==> src/shared/psps_cfg.svh <==
// Constants for the power-state control of the self-refreshing DRAM
// Notes on behaviour
// - Chip select high: interface standby, only select and hardware reset count.
// - Bus clock still for access time plus 30 ns: enter clock stop; the code counts only a bus clock held low.
// - In clock stop, read data stays latched and driven on the data bus.
// - Toggling clock after clock stop resumes the stalled transfer.
// - Upper data lanes are ignored by the device during command/address.
// - Strobe is driven low during command/address when no extra latency.
// - Writing one to the sleep request bit enters hybrid sleep.
// - Reduced power is reached within 3 us of the sleep request.
// - Array and configuration are retained throughout hybrid sleep.
// - Chip select low ends hybrid sleep and clears the sleep request bit.
// - Power-on or hardware reset ends hybrid sleep and stops refresh.
// - Sleep exit needs up to 100 us, then state equals sleep entry.
// - Writing zero to the power down disable bit enters deep power down.
// - Deep power down stops refresh within entry time; array becomes invalid.
// - Chip select low then high ends deep power down.
// - Power-on or hardware reset also ends deep power down.
// - Deep power down exit waits exit or ramp time, then defaults.
`ifndef PSPS_CFG_SVH
`define PSPS_CFG_SVH

`define PSPS_CLK_PERIOD_NS     8
`define PSPS_ACCESS_TIME_NS    40
`define PSPS_STOP_EXTRA_NS     30
`define PSPS_SLEEP_ENTRY_NS    3000
`define PSPS_SLEEP_EXIT_NS     100000
`define PSPS_PD_ENTRY_NS       10000
`define PSPS_PD_EXIT_NS        150000
`define PSPS_SUPPLY_RAMP_NS    150000

// Least time rounds up, longest time rounds down
`define PSPS_STOP_CYC  ((`PSPS_ACCESS_TIME_NS + `PSPS_STOP_EXTRA_NS + \
                         `PSPS_CLK_PERIOD_NS - 1) / `PSPS_CLK_PERIOD_NS)
`define PSPS_SLEEP_ENTRY_CYC (`PSPS_SLEEP_ENTRY_NS / `PSPS_CLK_PERIOD_NS)
`define PSPS_PD_ENTRY_CYC    (`PSPS_PD_ENTRY_NS / `PSPS_CLK_PERIOD_NS)
`define PSPS_SLEEP_EXIT_CYC  (`PSPS_SLEEP_EXIT_NS / `PSPS_CLK_PERIOD_NS)
`define PSPS_PD_EXIT_CYC     (`PSPS_PD_EXIT_NS / `PSPS_CLK_PERIOD_NS)
`define PSPS_RAMP_CYC        (`PSPS_SUPPLY_RAMP_NS / `PSPS_CLK_PERIOD_NS)

`define PSPS_TMR_W       20
`define PSPS_IDLE_W      8
`define PSPS_CA_EDGES    3'h6
`define PSPS_SLEEP_BIT   5
`define PSPS_PD_BIT      15
`define PSPS_CFG_ZERO_RST 16'h8000
`define PSPS_CFG_ONE_RST  16'h0000

`endif

==> src/shared/psps_pkg.sv <==
// Types for the power-state control block
package psps_pkg;

    // Gray codes along power-up, standby, transfer, sleep and power down
    typedef enum logic [3:0] {
        ST_POWERUP     = 4'h0,
        ST_STANDBY     = 4'h1,
        ST_ACTIVE      = 4'h3,
        ST_CLK_STOP    = 4'h2,
        ST_SLEEP_ENTRY = 4'h6,
        ST_SLEEP       = 4'h7,
        ST_PD_ENTRY    = 4'h5,
        ST_PD          = 4'h4,
        ST_WAKE        = 4'hc
    } psps_state_t;

endpackage : psps_pkg

==> src/logic/psps_power_ctrl.sv <==
// Power-state control: standby, clock stop, hybrid sleep, deep power down
`timescale 1ns/1ps
`include "psps_cfg.svh"
module psps_power_ctrl
    import psps_pkg::*;
#(
    parameter int unsigned SLEEP_EXIT_CYC = `PSPS_SLEEP_EXIT_CYC,
    parameter int unsigned PD_EXIT_CYC    = `PSPS_PD_EXIT_CYC,
    parameter int unsigned RAMP_CYC       = `PSPS_RAMP_CYC
) (
    // Clock and power-on reset
    input  wire logic        clk_i,
    input  wire logic        reset_n_i,
    // Memory bus pins
    input  wire logic        select_n_i,
    input  wire logic        bus_clk_i,
    input  wire logic        hw_reset_n_i,
    input  wire logic [7:0]  dq_i,
    output logic      [15:0] dq_o,
    output logic             dq_oe_n_o,
    output logic             read_write_strobe_o,
    output logic             read_write_strobe_oe_n_o,
    // Configuration writes from the transaction logic
    input  wire logic        cfg_wr_i,
    input  wire logic        cfg_sel_one_i,
    input  wire logic [15:0] cfg_data_i,
    // Read path from the array
    input  wire logic [15:0] rd_data_i,
    input  wire logic        rd_data_valid_i,
    input  wire logic        read_drive_i,
    input  wire logic        refresh_busy_i,
    // Command/address capture
    output logic      [7:0]  ca_byte_o,
    output logic             ca_byte_valid_o,
    // Power status
    output logic      [15:0] config_reg_zero_o,
    output logic      [15:0] config_reg_one_o,
    output logic [3:0]       power_state_o,
    output logic             refresh_en_o,
    output logic             low_current_o,
    output logic             ready_o
);

    localparam logic [`PSPS_TMR_W-1:0] SLEEP_ENTRY_VAL =
        `PSPS_TMR_W'(`PSPS_SLEEP_ENTRY_CYC);
    localparam logic [`PSPS_TMR_W-1:0] PD_ENTRY_VAL =
        `PSPS_TMR_W'(`PSPS_PD_ENTRY_CYC);
    localparam logic [`PSPS_TMR_W-1:0] SLEEP_EXIT_VAL =
        `PSPS_TMR_W'(SLEEP_EXIT_CYC);
    localparam logic [`PSPS_TMR_W-1:0] PD_EXIT_VAL =
        `PSPS_TMR_W'(PD_EXIT_CYC);
    localparam logic [`PSPS_TMR_W-1:0] RAMP_VAL =
        `PSPS_TMR_W'(RAMP_CYC);
    localparam logic [`PSPS_IDLE_W-1:0] STOP_VAL =
        `PSPS_IDLE_W'(`PSPS_STOP_CYC);

    // A transfer is open in these two states only
    function automatic logic in_transfer(input psps_state_t st);
        in_transfer = (st == ST_ACTIVE) || (st == ST_CLK_STOP);
    endfunction : in_transfer

    // Synchronised pins
    logic        cs_n_s;
    logic        ck_s;
    logic        hw_rst_n_s;
    logic [7:0]  dq_s;

    psps_sync #(
        .W       (3),
        .RST_VAL (3'h5)
    ) u_sync_ctl (
        .clk_i     (clk_i),
        .reset_n_i (reset_n_i),
        .async_i   ({select_n_i, bus_clk_i, hw_reset_n_i}),
        .sync_o    ({cs_n_s, ck_s, hw_rst_n_s})
    );

    // Upper lanes never enter the device here
    psps_sync #(
        .W       (8),
        .RST_VAL (8'h00)
    ) u_sync_dq (
        .clk_i     (clk_i),
        .reset_n_i (reset_n_i),
        .async_i   (dq_i),
        .sync_o    (dq_s)
    );

    // State and control
    psps_state_t            state_ff;
    psps_state_t            nxt_state;
    logic                   tmr_load;
    logic [`PSPS_TMR_W-1:0] tmr_val;
    logic                   tmr_done;
    logic                   cfg_default;
    logic                   sleep_clear;
    logic                   rst_event;
    logic [15:0]            cfg_zero_ff;
    logic [15:0]            cfg_one_ff;
    logic                   ck_d_ff;
    logic                   ck_edge;
    logic                   hw_rst_d_ff;
    logic [`PSPS_IDLE_W-1:0] idle_ff;
    logic [2:0]             ca_cnt_ff;
    logic                   in_ca;
    logic                   pd_saw_low_ff;
    logic [15:0]            dq_ff;
    logic                   dq_oe_n_ff;
    logic                   read_write_strobe_ff;
    logic                   read_write_strobe_oe_n_ff;
    logic [7:0]             ca_byte_ff;
    logic                   ca_valid_ff;
    logic                   refresh_ff;
    logic                   low_cur_ff;
    logic                   ready_ff;

    psps_timer #(
        .RST_VAL (RAMP_VAL)
    ) u_timer (
        .clk_i      (clk_i),
        .reset_n_i  (reset_n_i),
        .load_i     (tmr_load),
        .load_val_i (tmr_val),
        .done_o     (tmr_done)
    );

    assign ck_edge   = ck_s != ck_d_ff;
    assign rst_event = hw_rst_d_ff && !hw_rst_n_s;
    assign in_ca     = in_transfer(state_ff) && !cs_n_s &&
                       (ca_cnt_ff < `PSPS_CA_EDGES);

    always_comb begin
        nxt_state   = state_ff;
        tmr_load    = 1'b0;
        tmr_val     = '0;
        cfg_default = 1'b0;
        sleep_clear = 1'b0;
        case (state_ff)
            ST_POWERUP: begin
                if (tmr_done) begin
                    nxt_state = ST_STANDBY;
                end
            end
            ST_STANDBY: begin
                // Nothing but select and hardware reset is looked at
                if (!cs_n_s) begin
                    nxt_state = ST_ACTIVE;
                end
            end
            ST_ACTIVE, ST_CLK_STOP: begin
                if (cs_n_s) begin
                    if (cfg_one_ff[`PSPS_SLEEP_BIT]) begin
                        nxt_state = ST_SLEEP_ENTRY;
                        tmr_load  = 1'b1;
                        tmr_val   = SLEEP_ENTRY_VAL;
                    end else if (!cfg_zero_ff[`PSPS_PD_BIT]) begin
                        nxt_state = ST_PD_ENTRY;
                        tmr_load  = 1'b1;
                        tmr_val   = PD_ENTRY_VAL;
                    end else begin
                        nxt_state = ST_STANDBY;
                    end
                end else if (state_ff == ST_CLK_STOP) begin
                    if (ck_edge) begin
                        nxt_state = ST_ACTIVE;
                    end
                end else if (idle_ff == STOP_VAL) begin
                    nxt_state = ST_CLK_STOP;
                end
            end
            ST_SLEEP_ENTRY: begin
                if (tmr_done) begin
                    nxt_state = ST_SLEEP;
                end
            end
            ST_SLEEP: begin
                if (!cs_n_s) begin
                    nxt_state   = ST_WAKE;
                    sleep_clear = 1'b1;
                    tmr_load    = 1'b1;
                    tmr_val     = SLEEP_EXIT_VAL;
                end
            end
            ST_PD_ENTRY: begin
                if (tmr_done) begin
                    nxt_state = ST_PD;
                end
            end
            ST_PD: begin
                if (pd_saw_low_ff && cs_n_s) begin
                    nxt_state   = ST_WAKE;
                    cfg_default = 1'b1;
                    tmr_load    = 1'b1;
                    tmr_val     = PD_EXIT_VAL;
                end
            end
            ST_WAKE: begin
                if (tmr_done) begin
                    nxt_state = ST_STANDBY;
                end
            end
            default: begin
                nxt_state = ST_POWERUP;
            end
        endcase
        // Hardware reset overrides whatever the state asked for
        if (rst_event) begin
            case (state_ff)
                ST_SLEEP_ENTRY, ST_SLEEP: begin
                    nxt_state   = ST_WAKE;
                    sleep_clear = 1'b1;
                    cfg_default = 1'b0;
                    tmr_load    = 1'b1;
                    tmr_val     = SLEEP_EXIT_VAL;
                end
                ST_PD_ENTRY, ST_PD: begin
                    nxt_state   = ST_WAKE;
                    sleep_clear = 1'b0;
                    cfg_default = 1'b1;
                    tmr_load    = 1'b1;
                    tmr_val     = PD_EXIT_VAL;
                end
                ST_POWERUP, ST_WAKE: begin
                    nxt_state = state_ff;
                end
                default: begin
                    nxt_state   = ST_STANDBY;
                    cfg_default = 1'b1;
                    tmr_load    = 1'b0;
                end
            endcase
        end
    end

    always_ff @(posedge clk_i) begin
        if (!reset_n_i) begin
            state_ff    <= ST_POWERUP;
            hw_rst_d_ff <= 1'b1;
        end else begin
            state_ff    <= nxt_state;
            hw_rst_d_ff <= hw_rst_n_s;
        end
    end

    // Sleep keeps both registers; writes are taken in the active state only, so none lands in the clearing cycle
    always_ff @(posedge clk_i) begin
        if (!reset_n_i || cfg_default) begin
            cfg_zero_ff <= `PSPS_CFG_ZERO_RST;
            cfg_one_ff  <= `PSPS_CFG_ONE_RST;
        end else begin
            if (sleep_clear) begin
                cfg_one_ff[`PSPS_SLEEP_BIT] <= 1'b0;
            end
            if (cfg_wr_i && state_ff == ST_ACTIVE) begin
                if (cfg_sel_one_i) begin
                    cfg_one_ff <= cfg_data_i;
                end else begin
                    cfg_zero_ff <= cfg_data_i;
                end
            end
        end
    end

    // Only a clock held low counts toward the stop time
    always_ff @(posedge clk_i) begin
        if (!reset_n_i) begin
            ck_d_ff <= 1'b0;
            idle_ff <= '0;
        end else begin
            ck_d_ff <= ck_s;
            if (state_ff != ST_ACTIVE || ck_edge || ck_s) begin
                idle_ff <= '0;
            end else if (idle_ff != STOP_VAL) begin
                idle_ff <= idle_ff + `PSPS_IDLE_W'(1);
            end
        end
    end

    // One byte per clock edge; DDR gives two per bus clock
    always_ff @(posedge clk_i) begin
        if (!reset_n_i) begin
            ca_cnt_ff   <= 3'h0;
            ca_byte_ff  <= 8'h00;
            ca_valid_ff <= 1'b0;
        end else begin
            ca_valid_ff <= 1'b0;
            if (cs_n_s || !in_transfer(state_ff)) begin
                ca_cnt_ff <= 3'h0;
            end else if (in_ca && ck_edge) begin
                ca_cnt_ff   <= ca_cnt_ff + 3'h1;
                ca_byte_ff  <= dq_s;
                ca_valid_ff <= 1'b1;
            end
        end
    end

    // Deep power down waits for a full low-then-high select
    always_ff @(posedge clk_i) begin
        if (!reset_n_i || state_ff != ST_PD) begin
            pd_saw_low_ff <= 1'b0;
        end else if (!cs_n_s) begin
            pd_saw_low_ff <= 1'b1;
        end
    end

    // Bus drivers; clock stop freezes data while still driving it
    always_ff @(posedge clk_i) begin
        if (!reset_n_i) begin
            dq_ff        <= 16'h0000;
            dq_oe_n_ff   <= 1'b1;
            read_write_strobe_ff      <= 1'b0;
            read_write_strobe_oe_n_ff <= 1'b1;
        end else if (!in_transfer(nxt_state) || cs_n_s) begin
            dq_oe_n_ff   <= 1'b1;
            read_write_strobe_oe_n_ff <= 1'b1;
            read_write_strobe_ff      <= 1'b0;
        end else if (state_ff == ST_CLK_STOP) begin
            dq_oe_n_ff <= dq_oe_n_ff;
        end else if (in_ca) begin
            read_write_strobe_oe_n_ff <= 1'b0;
            read_write_strobe_ff      <= refresh_busy_i;
            dq_oe_n_ff   <= 1'b1;
        end else begin
            dq_oe_n_ff   <= !read_drive_i;
            read_write_strobe_oe_n_ff <= !read_drive_i;
            if (read_drive_i && rd_data_valid_i) begin
                dq_ff   <= rd_data_i;
                read_write_strobe_ff <= !read_write_strobe_ff;
            end
        end
    end

    // Refresh stops at power down entry and after a reset in sleep
    always_ff @(posedge clk_i) begin
        if (!reset_n_i) begin
            refresh_ff <= 1'b0;
            low_cur_ff <= 1'b0;
            ready_ff   <= 1'b0;
        end else begin
            if (nxt_state == ST_PD_ENTRY || rst_event) begin
                refresh_ff <= 1'b0;
            end else if (nxt_state == ST_STANDBY) begin
                refresh_ff <= 1'b1;
            end
            low_cur_ff <= (nxt_state == ST_CLK_STOP) ||
                          (nxt_state == ST_SLEEP) || (nxt_state == ST_PD);
            ready_ff   <= nxt_state == ST_STANDBY;
        end
    end

    assign dq_o                     = dq_ff;
    assign dq_oe_n_o                = dq_oe_n_ff;
    assign read_write_strobe_o      = read_write_strobe_ff;
    assign read_write_strobe_oe_n_o = read_write_strobe_oe_n_ff;
    assign ca_byte_o                = ca_byte_ff;
    assign ca_byte_valid_o          = ca_valid_ff;
    assign config_reg_zero_o        = cfg_zero_ff;
    assign config_reg_one_o         = cfg_one_ff;
    assign power_state_o            = state_ff;
    assign refresh_en_o             = refresh_ff;
    assign low_current_o            = low_cur_ff;
    assign ready_o                  = ready_ff;

endmodule : psps_power_ctrl

==> src/logic/psps_sync.sv <==
// Two-flop synchroniser for pin inputs
`timescale 1ns/1ps
module psps_sync #(
    parameter int unsigned W       = 1,
    parameter logic [W-1:0] RST_VAL = '0
) (
    // Clock and reset
    input  wire logic         clk_i,
    input  wire logic         reset_n_i,
    // Asynchronous in, synchronous out
    input  wire logic [W-1:0] async_i,
    output logic      [W-1:0] sync_o
);

    logic [W-1:0] meta_ff;
    logic [W-1:0] sync_ff;

    always_ff @(posedge clk_i) begin
        if (!reset_n_i) begin
            meta_ff <= RST_VAL;
            sync_ff <= RST_VAL;
        end else begin
            meta_ff <= async_i;
            sync_ff <= meta_ff;
        end
    end

    assign sync_o = sync_ff;

endmodule : psps_sync

==> src/logic/psps_timer.sv <==
// Down counter for entry and exit waits
`timescale 1ns/1ps
`include "psps_cfg.svh"
module psps_timer #(
    parameter logic [`PSPS_TMR_W-1:0] RST_VAL = '0
) (
    // Clock and reset
    input  wire logic                   clk_i,
    input  wire logic                   reset_n_i,
    // Load and expiry
    input  wire logic                   load_i,
    input  wire logic [`PSPS_TMR_W-1:0] load_val_i,
    output logic                        done_o
);

    logic [`PSPS_TMR_W-1:0] cnt_ff;

    // Reset starts the supply ramp wait straight away
    always_ff @(posedge clk_i) begin
        if (!reset_n_i) begin
            cnt_ff <= RST_VAL;
        end else if (load_i) begin
            cnt_ff <= load_val_i;
        end else if (cnt_ff != '0) begin
            cnt_ff <= cnt_ff - `PSPS_TMR_W'(1);
        end
    end

    assign done_o = (cnt_ff == '0) && !load_i;

endmodule : psps_timer

==> config.mk <==
export PLATFORM = sky130hd
export DESIGN_NAME = psps_power_ctrl
export DESIGN_NICKNAME = d
export VERILOG_FILES = /design/src/shared/psps_pkg.sv /design/src/logic/psps_power_ctrl.sv /design/src/logic/psps_sync.sv /design/src/logic/psps_timer.sv
export VERILOG_INCLUDE_DIRS = /design/src /design/src/shared
export SDC_FILE = /design/constraint.sdc
export NUM_CORES = 1
export LEC_CHECK = 0
export BUFFER_PORTS_ARGS = -buffer_cell sky130_fd_sc_hd__buf_2
export CAP_MARGIN = 20
export CORE_MARGIN = 2
export CORE_UTILIZATION = 50
export DETAILED_ROUTE_END_ITERATION = 8
export GPL_TIMING_DRIVEN = 0
export PLACE_DENSITY_LB_ADDON = 0.15
export SYNTH_ARGS = -nofsm -noshare
export SYNTH_HDL_FRONTEND = slang
export SYNTH_SLANG_ARGS = --single-unit
==> constraint.sdc <==
create_clock -name clk_i -period 4.6 [get_ports clk_i]
set_input_delay 0.92 -clock clk_i [delete_from_list [all_inputs] [get_ports clk_i]]
set_output_delay 0.92 -clock clk_i [all_outputs]
set_load 0.01 [all_outputs]
==> metrics.md <==
| Metric | Value |
|---|---|
| Result of the run | `finished, final reports clean` |
| Largest net degree at the start of global routing | `17` |
| Non-Filler Instances | `887` |
| Antenna violations before repair | `0` |
| DRT Pass-1 Iters | `5` |
| Post-synthesis sequential area ratio | `47.6%` |
| Simple-gate share of the synthesized area | `29.0%` |
| Register Area | `2460 sq um` |
| Worst Hold Depth | `1` |
| Row cnt | `37` |
| Total Routing Usage GR | `23.4%` |
| Crit-path cells | `inv_1, ha_1, or4b_1, clkbuf_2, or4_1, buf_2, o211a_1, nor4_4, buf_8, mux2i_1, nor2b_1` |
| Vias | `4686` |
| Placed Area | `5920 sq um` |
| XOR/XNOR Fraction of Synth Area | `3.73%` |
| # fillers | `904` |
| Total CTS buffers | `17` |
| Async SR Flop Fraction | `0%` |
| Most numerous cell in the Yosys netlist | `dfxtp_1` |
| ANT nets after route | `0` |
| Clk buf depth | `2` |
| Worst Hold Class | `register to register` |
| CP peak stage delay | `600 ps` |
| CP Launch Type | `register` |
| Yosys warnings | `0` |
| Max IR drop VDD | `0.216 mV` |
| # DRC | `0` |
| Synth area leaders | `dfxtp_1 (48%), nand2_1 (7.6%), a21oi_1 (4.7%)` |
| First-pass GRT wire length | `21.1 mm` |
| Ys flop type | `dfxtp_1` |
| Worst slew pin tran | `805 ps` |
| Starting density of the core | `50.8%` |
| CTS HTree Levels | `4` |
| CP required | `5000 ps` |
| Setup Viol. Count Final | `0` |
| R2R cell count | `11` |
| Crit-path max FO | `10` |
| Clock tree from TritonCTS | `done` |
| Top cells by count, synth | `dfxtp_1 (123), nand2_1 (104), a21oi_1 (49)` |
| Adder-Cell Fraction of Synth Area | `0.968%` |
| Fmax | `0.295 GHz` |
| Dominant combinational cell family by area after synthesis | `simple AND/OR/NAND/NOR gates` |
| Final GP Congestion | `0.877` |
| Number of instances in the placed design | `858` |
| Core area | `10200 sq um` |
| Setup CP Type | `register to register` |
| # Post-CTS Setup Buffers | `0` |
| Number of flops mapped to enable cells by yosys | `0` |
| Antenna diodes | `0` |
| Worst relative slew slack | `45.6%` |
| Post-layout min period | `3390 ps` |
| Final critical-path share of the clock period | `73.8%` |
| Seq cells post-synth | `123` |
| Synth Net Count | `661` |
| PwrDens | `365 nW/um^2` |
| Syn Std Cell Area | `5170 sq um` |
| Post-Route WL | `12.7 mm` |
| Synth area leader | `dfxtp_1` |
| Worst setup path end | `dq_o[8]` |
| Die footprint | `11200 sq um` |
| Mux cell area share after synthesis | `3.29%` |
| Die width | `106 microns` |
| Share of post-route cells with drive strength above 1 | `20.1%` |
| Vias per std cell | `5.28` |
| Area of the multi-input gates | `2550 sq um` |
| Slowest-stage cell, CP | `nor4_4` |
| CP endpoint kind | `register` |
| Clock Latency Late Sink | `510 ps` |
| Max-cap viol count | `0` |
| Port-buffer cells | `115` |
| Die height | `106 microns` |
| Reg2Reg Setup Slack | `1210 ps` |
| Post-CTS Resized | `0` |
| IO Count | `117` |
| GRT Residual Overflow | `0` |
| Synth unique cells | `52` |
| Synthesized area per cell | `8.52 sq um` |
| DR iter-0 viols | `384` |
| Fin. Hold Viols | `0` |
| Sink Count | `123` |
| Cell area after layout | `6460 sq um` |
| Clock transition at path regs | `50 ps` |
| Setup TNS | `0 ps` |
| Fin. max-slew vios | `0` |
| Total power | `2360 uW` |
| Reg-to-reg critical path startpoint | `u_timer.cnt_ff[0]` |
| Lkg Pwr | `0.00261 uW` |
| Synth-to-layout area growth | `24.9%` |
| Root buf cell | `clkbuf_8` |
| # nets final | `795` |
| RSZ-0062 raised after global routing | `no` |
| CP arrival | `3790 ps` |
| Setup crit start | `u_timer.cnt_ff[0]` |
| Post-synthesis compound-gate area fraction | `12.3%` |
| Vias in the first global route | `4553` |
| HPWL Detailed | `9.41 mm` |
| Hold-fix buffers at CTS | `0` |
| Clock Skews | `6.18 ps` |
| Drt wl/cell | `14.3 microns` |
| Yosys top cell area share | `47.6%` |
| Cells after Synth | `607` |
| R2r endpoint | `dq_o[8]` |
## area by class of cell
| cell class | instances | area share (%) |
|---|---|---|
| multi-input combinational | 445 | 39.5 |
| sequential | 123 | 38.1 |
| clock buffer | 22 | 7.33 |
| clock inverter | 7 | 1.05 |
| inverter | 8 | 0.465 |
| tap | 136 | 2.64 |
| timing repair buffer | 115 | 8.91 |
| buffer | 31 | 2.02 |
## placed cells by master, fill, tap and decap left out, drive strengths merged, types with 12 or more instances in the layout
cell,Yosys,layout
a21boi,12,12
a21oi,49,49
and2,25,25
buf,3,118
clkbuf,28,50
dfxtp,123,123
mux2i,17,17
nand2,104,104
nand3,27,27
nor2,40,40
nor2b,21,21
nor3,18,18
o21ai,17,17
xor2,14,14
## critical path: cells and delay by family (launching register included)
family	cells	cell delay, ps
adders and majority gates	1	210
buffers and inverters	4	660
AOI/OAI and AO/OA	1	290
DFF	1	350
and+or+nand+nor	4	1570
muxes	1	210
## worst min-delay path by stage
stage,startpoint,end
floorplan,u_sync_ctl.meta_ff[0],u_sync_ctl.sync_o[0]
global placement,u_sync_ctl.meta_ff[0],u_sync_ctl.sync_o[0]
detailed placement,u_sync_ctl.meta_ff[0],u_sync_ctl.sync_o[0]
CTS,u_sync_ctl.meta_ff[0],u_sync_ctl.sync_o[0]
global route,u_sync_dq.meta_ff[4],u_sync_dq.sync_o[4]
finish,u_sync_ctl.meta_ff[0],u_sync_ctl.sync_o[0]
## layer usage
metal  wire (microns)  vias up  part of all wire (%)  GRT usage, %
met2             6070      127                    48          39.2
li1                 -     2358                     -             -
met3              645       14                   5.1          4.89
met1             5840     2187                    46          30.0
met4              141        0                   1.1          7.71
met5                0        -                     0             0
## metrics by stage
| step | setup WS [ps] | util, % | hold WS [ps] |
|---|---|---|---|
| floorplan | 1560 | - | 386 |
| global placement | 1280 | 58.1 | 395 |
| detailed placement | 1230 | 58.1 | 394 |
| CTS | 1210 | 63.4 | 412 |
| global route | 1060 | 63.4 | 439 |
| finish | 1210 | 63.4 | 410 |
## kinds of logic (layout without fill, tap and decap cells)
group                      count (synthesis)  after routing
DFF                                      123            123
and+or+nand+nor                          296            296
xor gates and xnor gates                  22             22
muxes                                     17             17
buffers and inverters                     39            183
adders and majority gates                  4              4
AOI/OAI and AO/OA                        106            106
## where the power goes
group | internal, uW | switching [uW] | total (uW)
Clock | 760 | 440 | 1200
Sequential | 1080 | 6.64 | 1090
Combinational | 33.4 | 39.7 | 73.1
## sequential cells by signal (all words and copies together), names as in the netlist, 3 cells and up
register,cells
power_state_o,4
config_reg_zero_o,16
u_sync_ctl.sync_o,3
u_sync_dq.meta_ff,8
ca_cnt_ff,3
u_timer.cnt_ff,20
config_reg_one_o,16
u_sync_ctl.meta_ff,3
idle_ff,8
u_sync_dq.sync_o,8
ca_byte_o,8
dq_o,16
No activity file was read; power rests on OpenSTA's default activity.
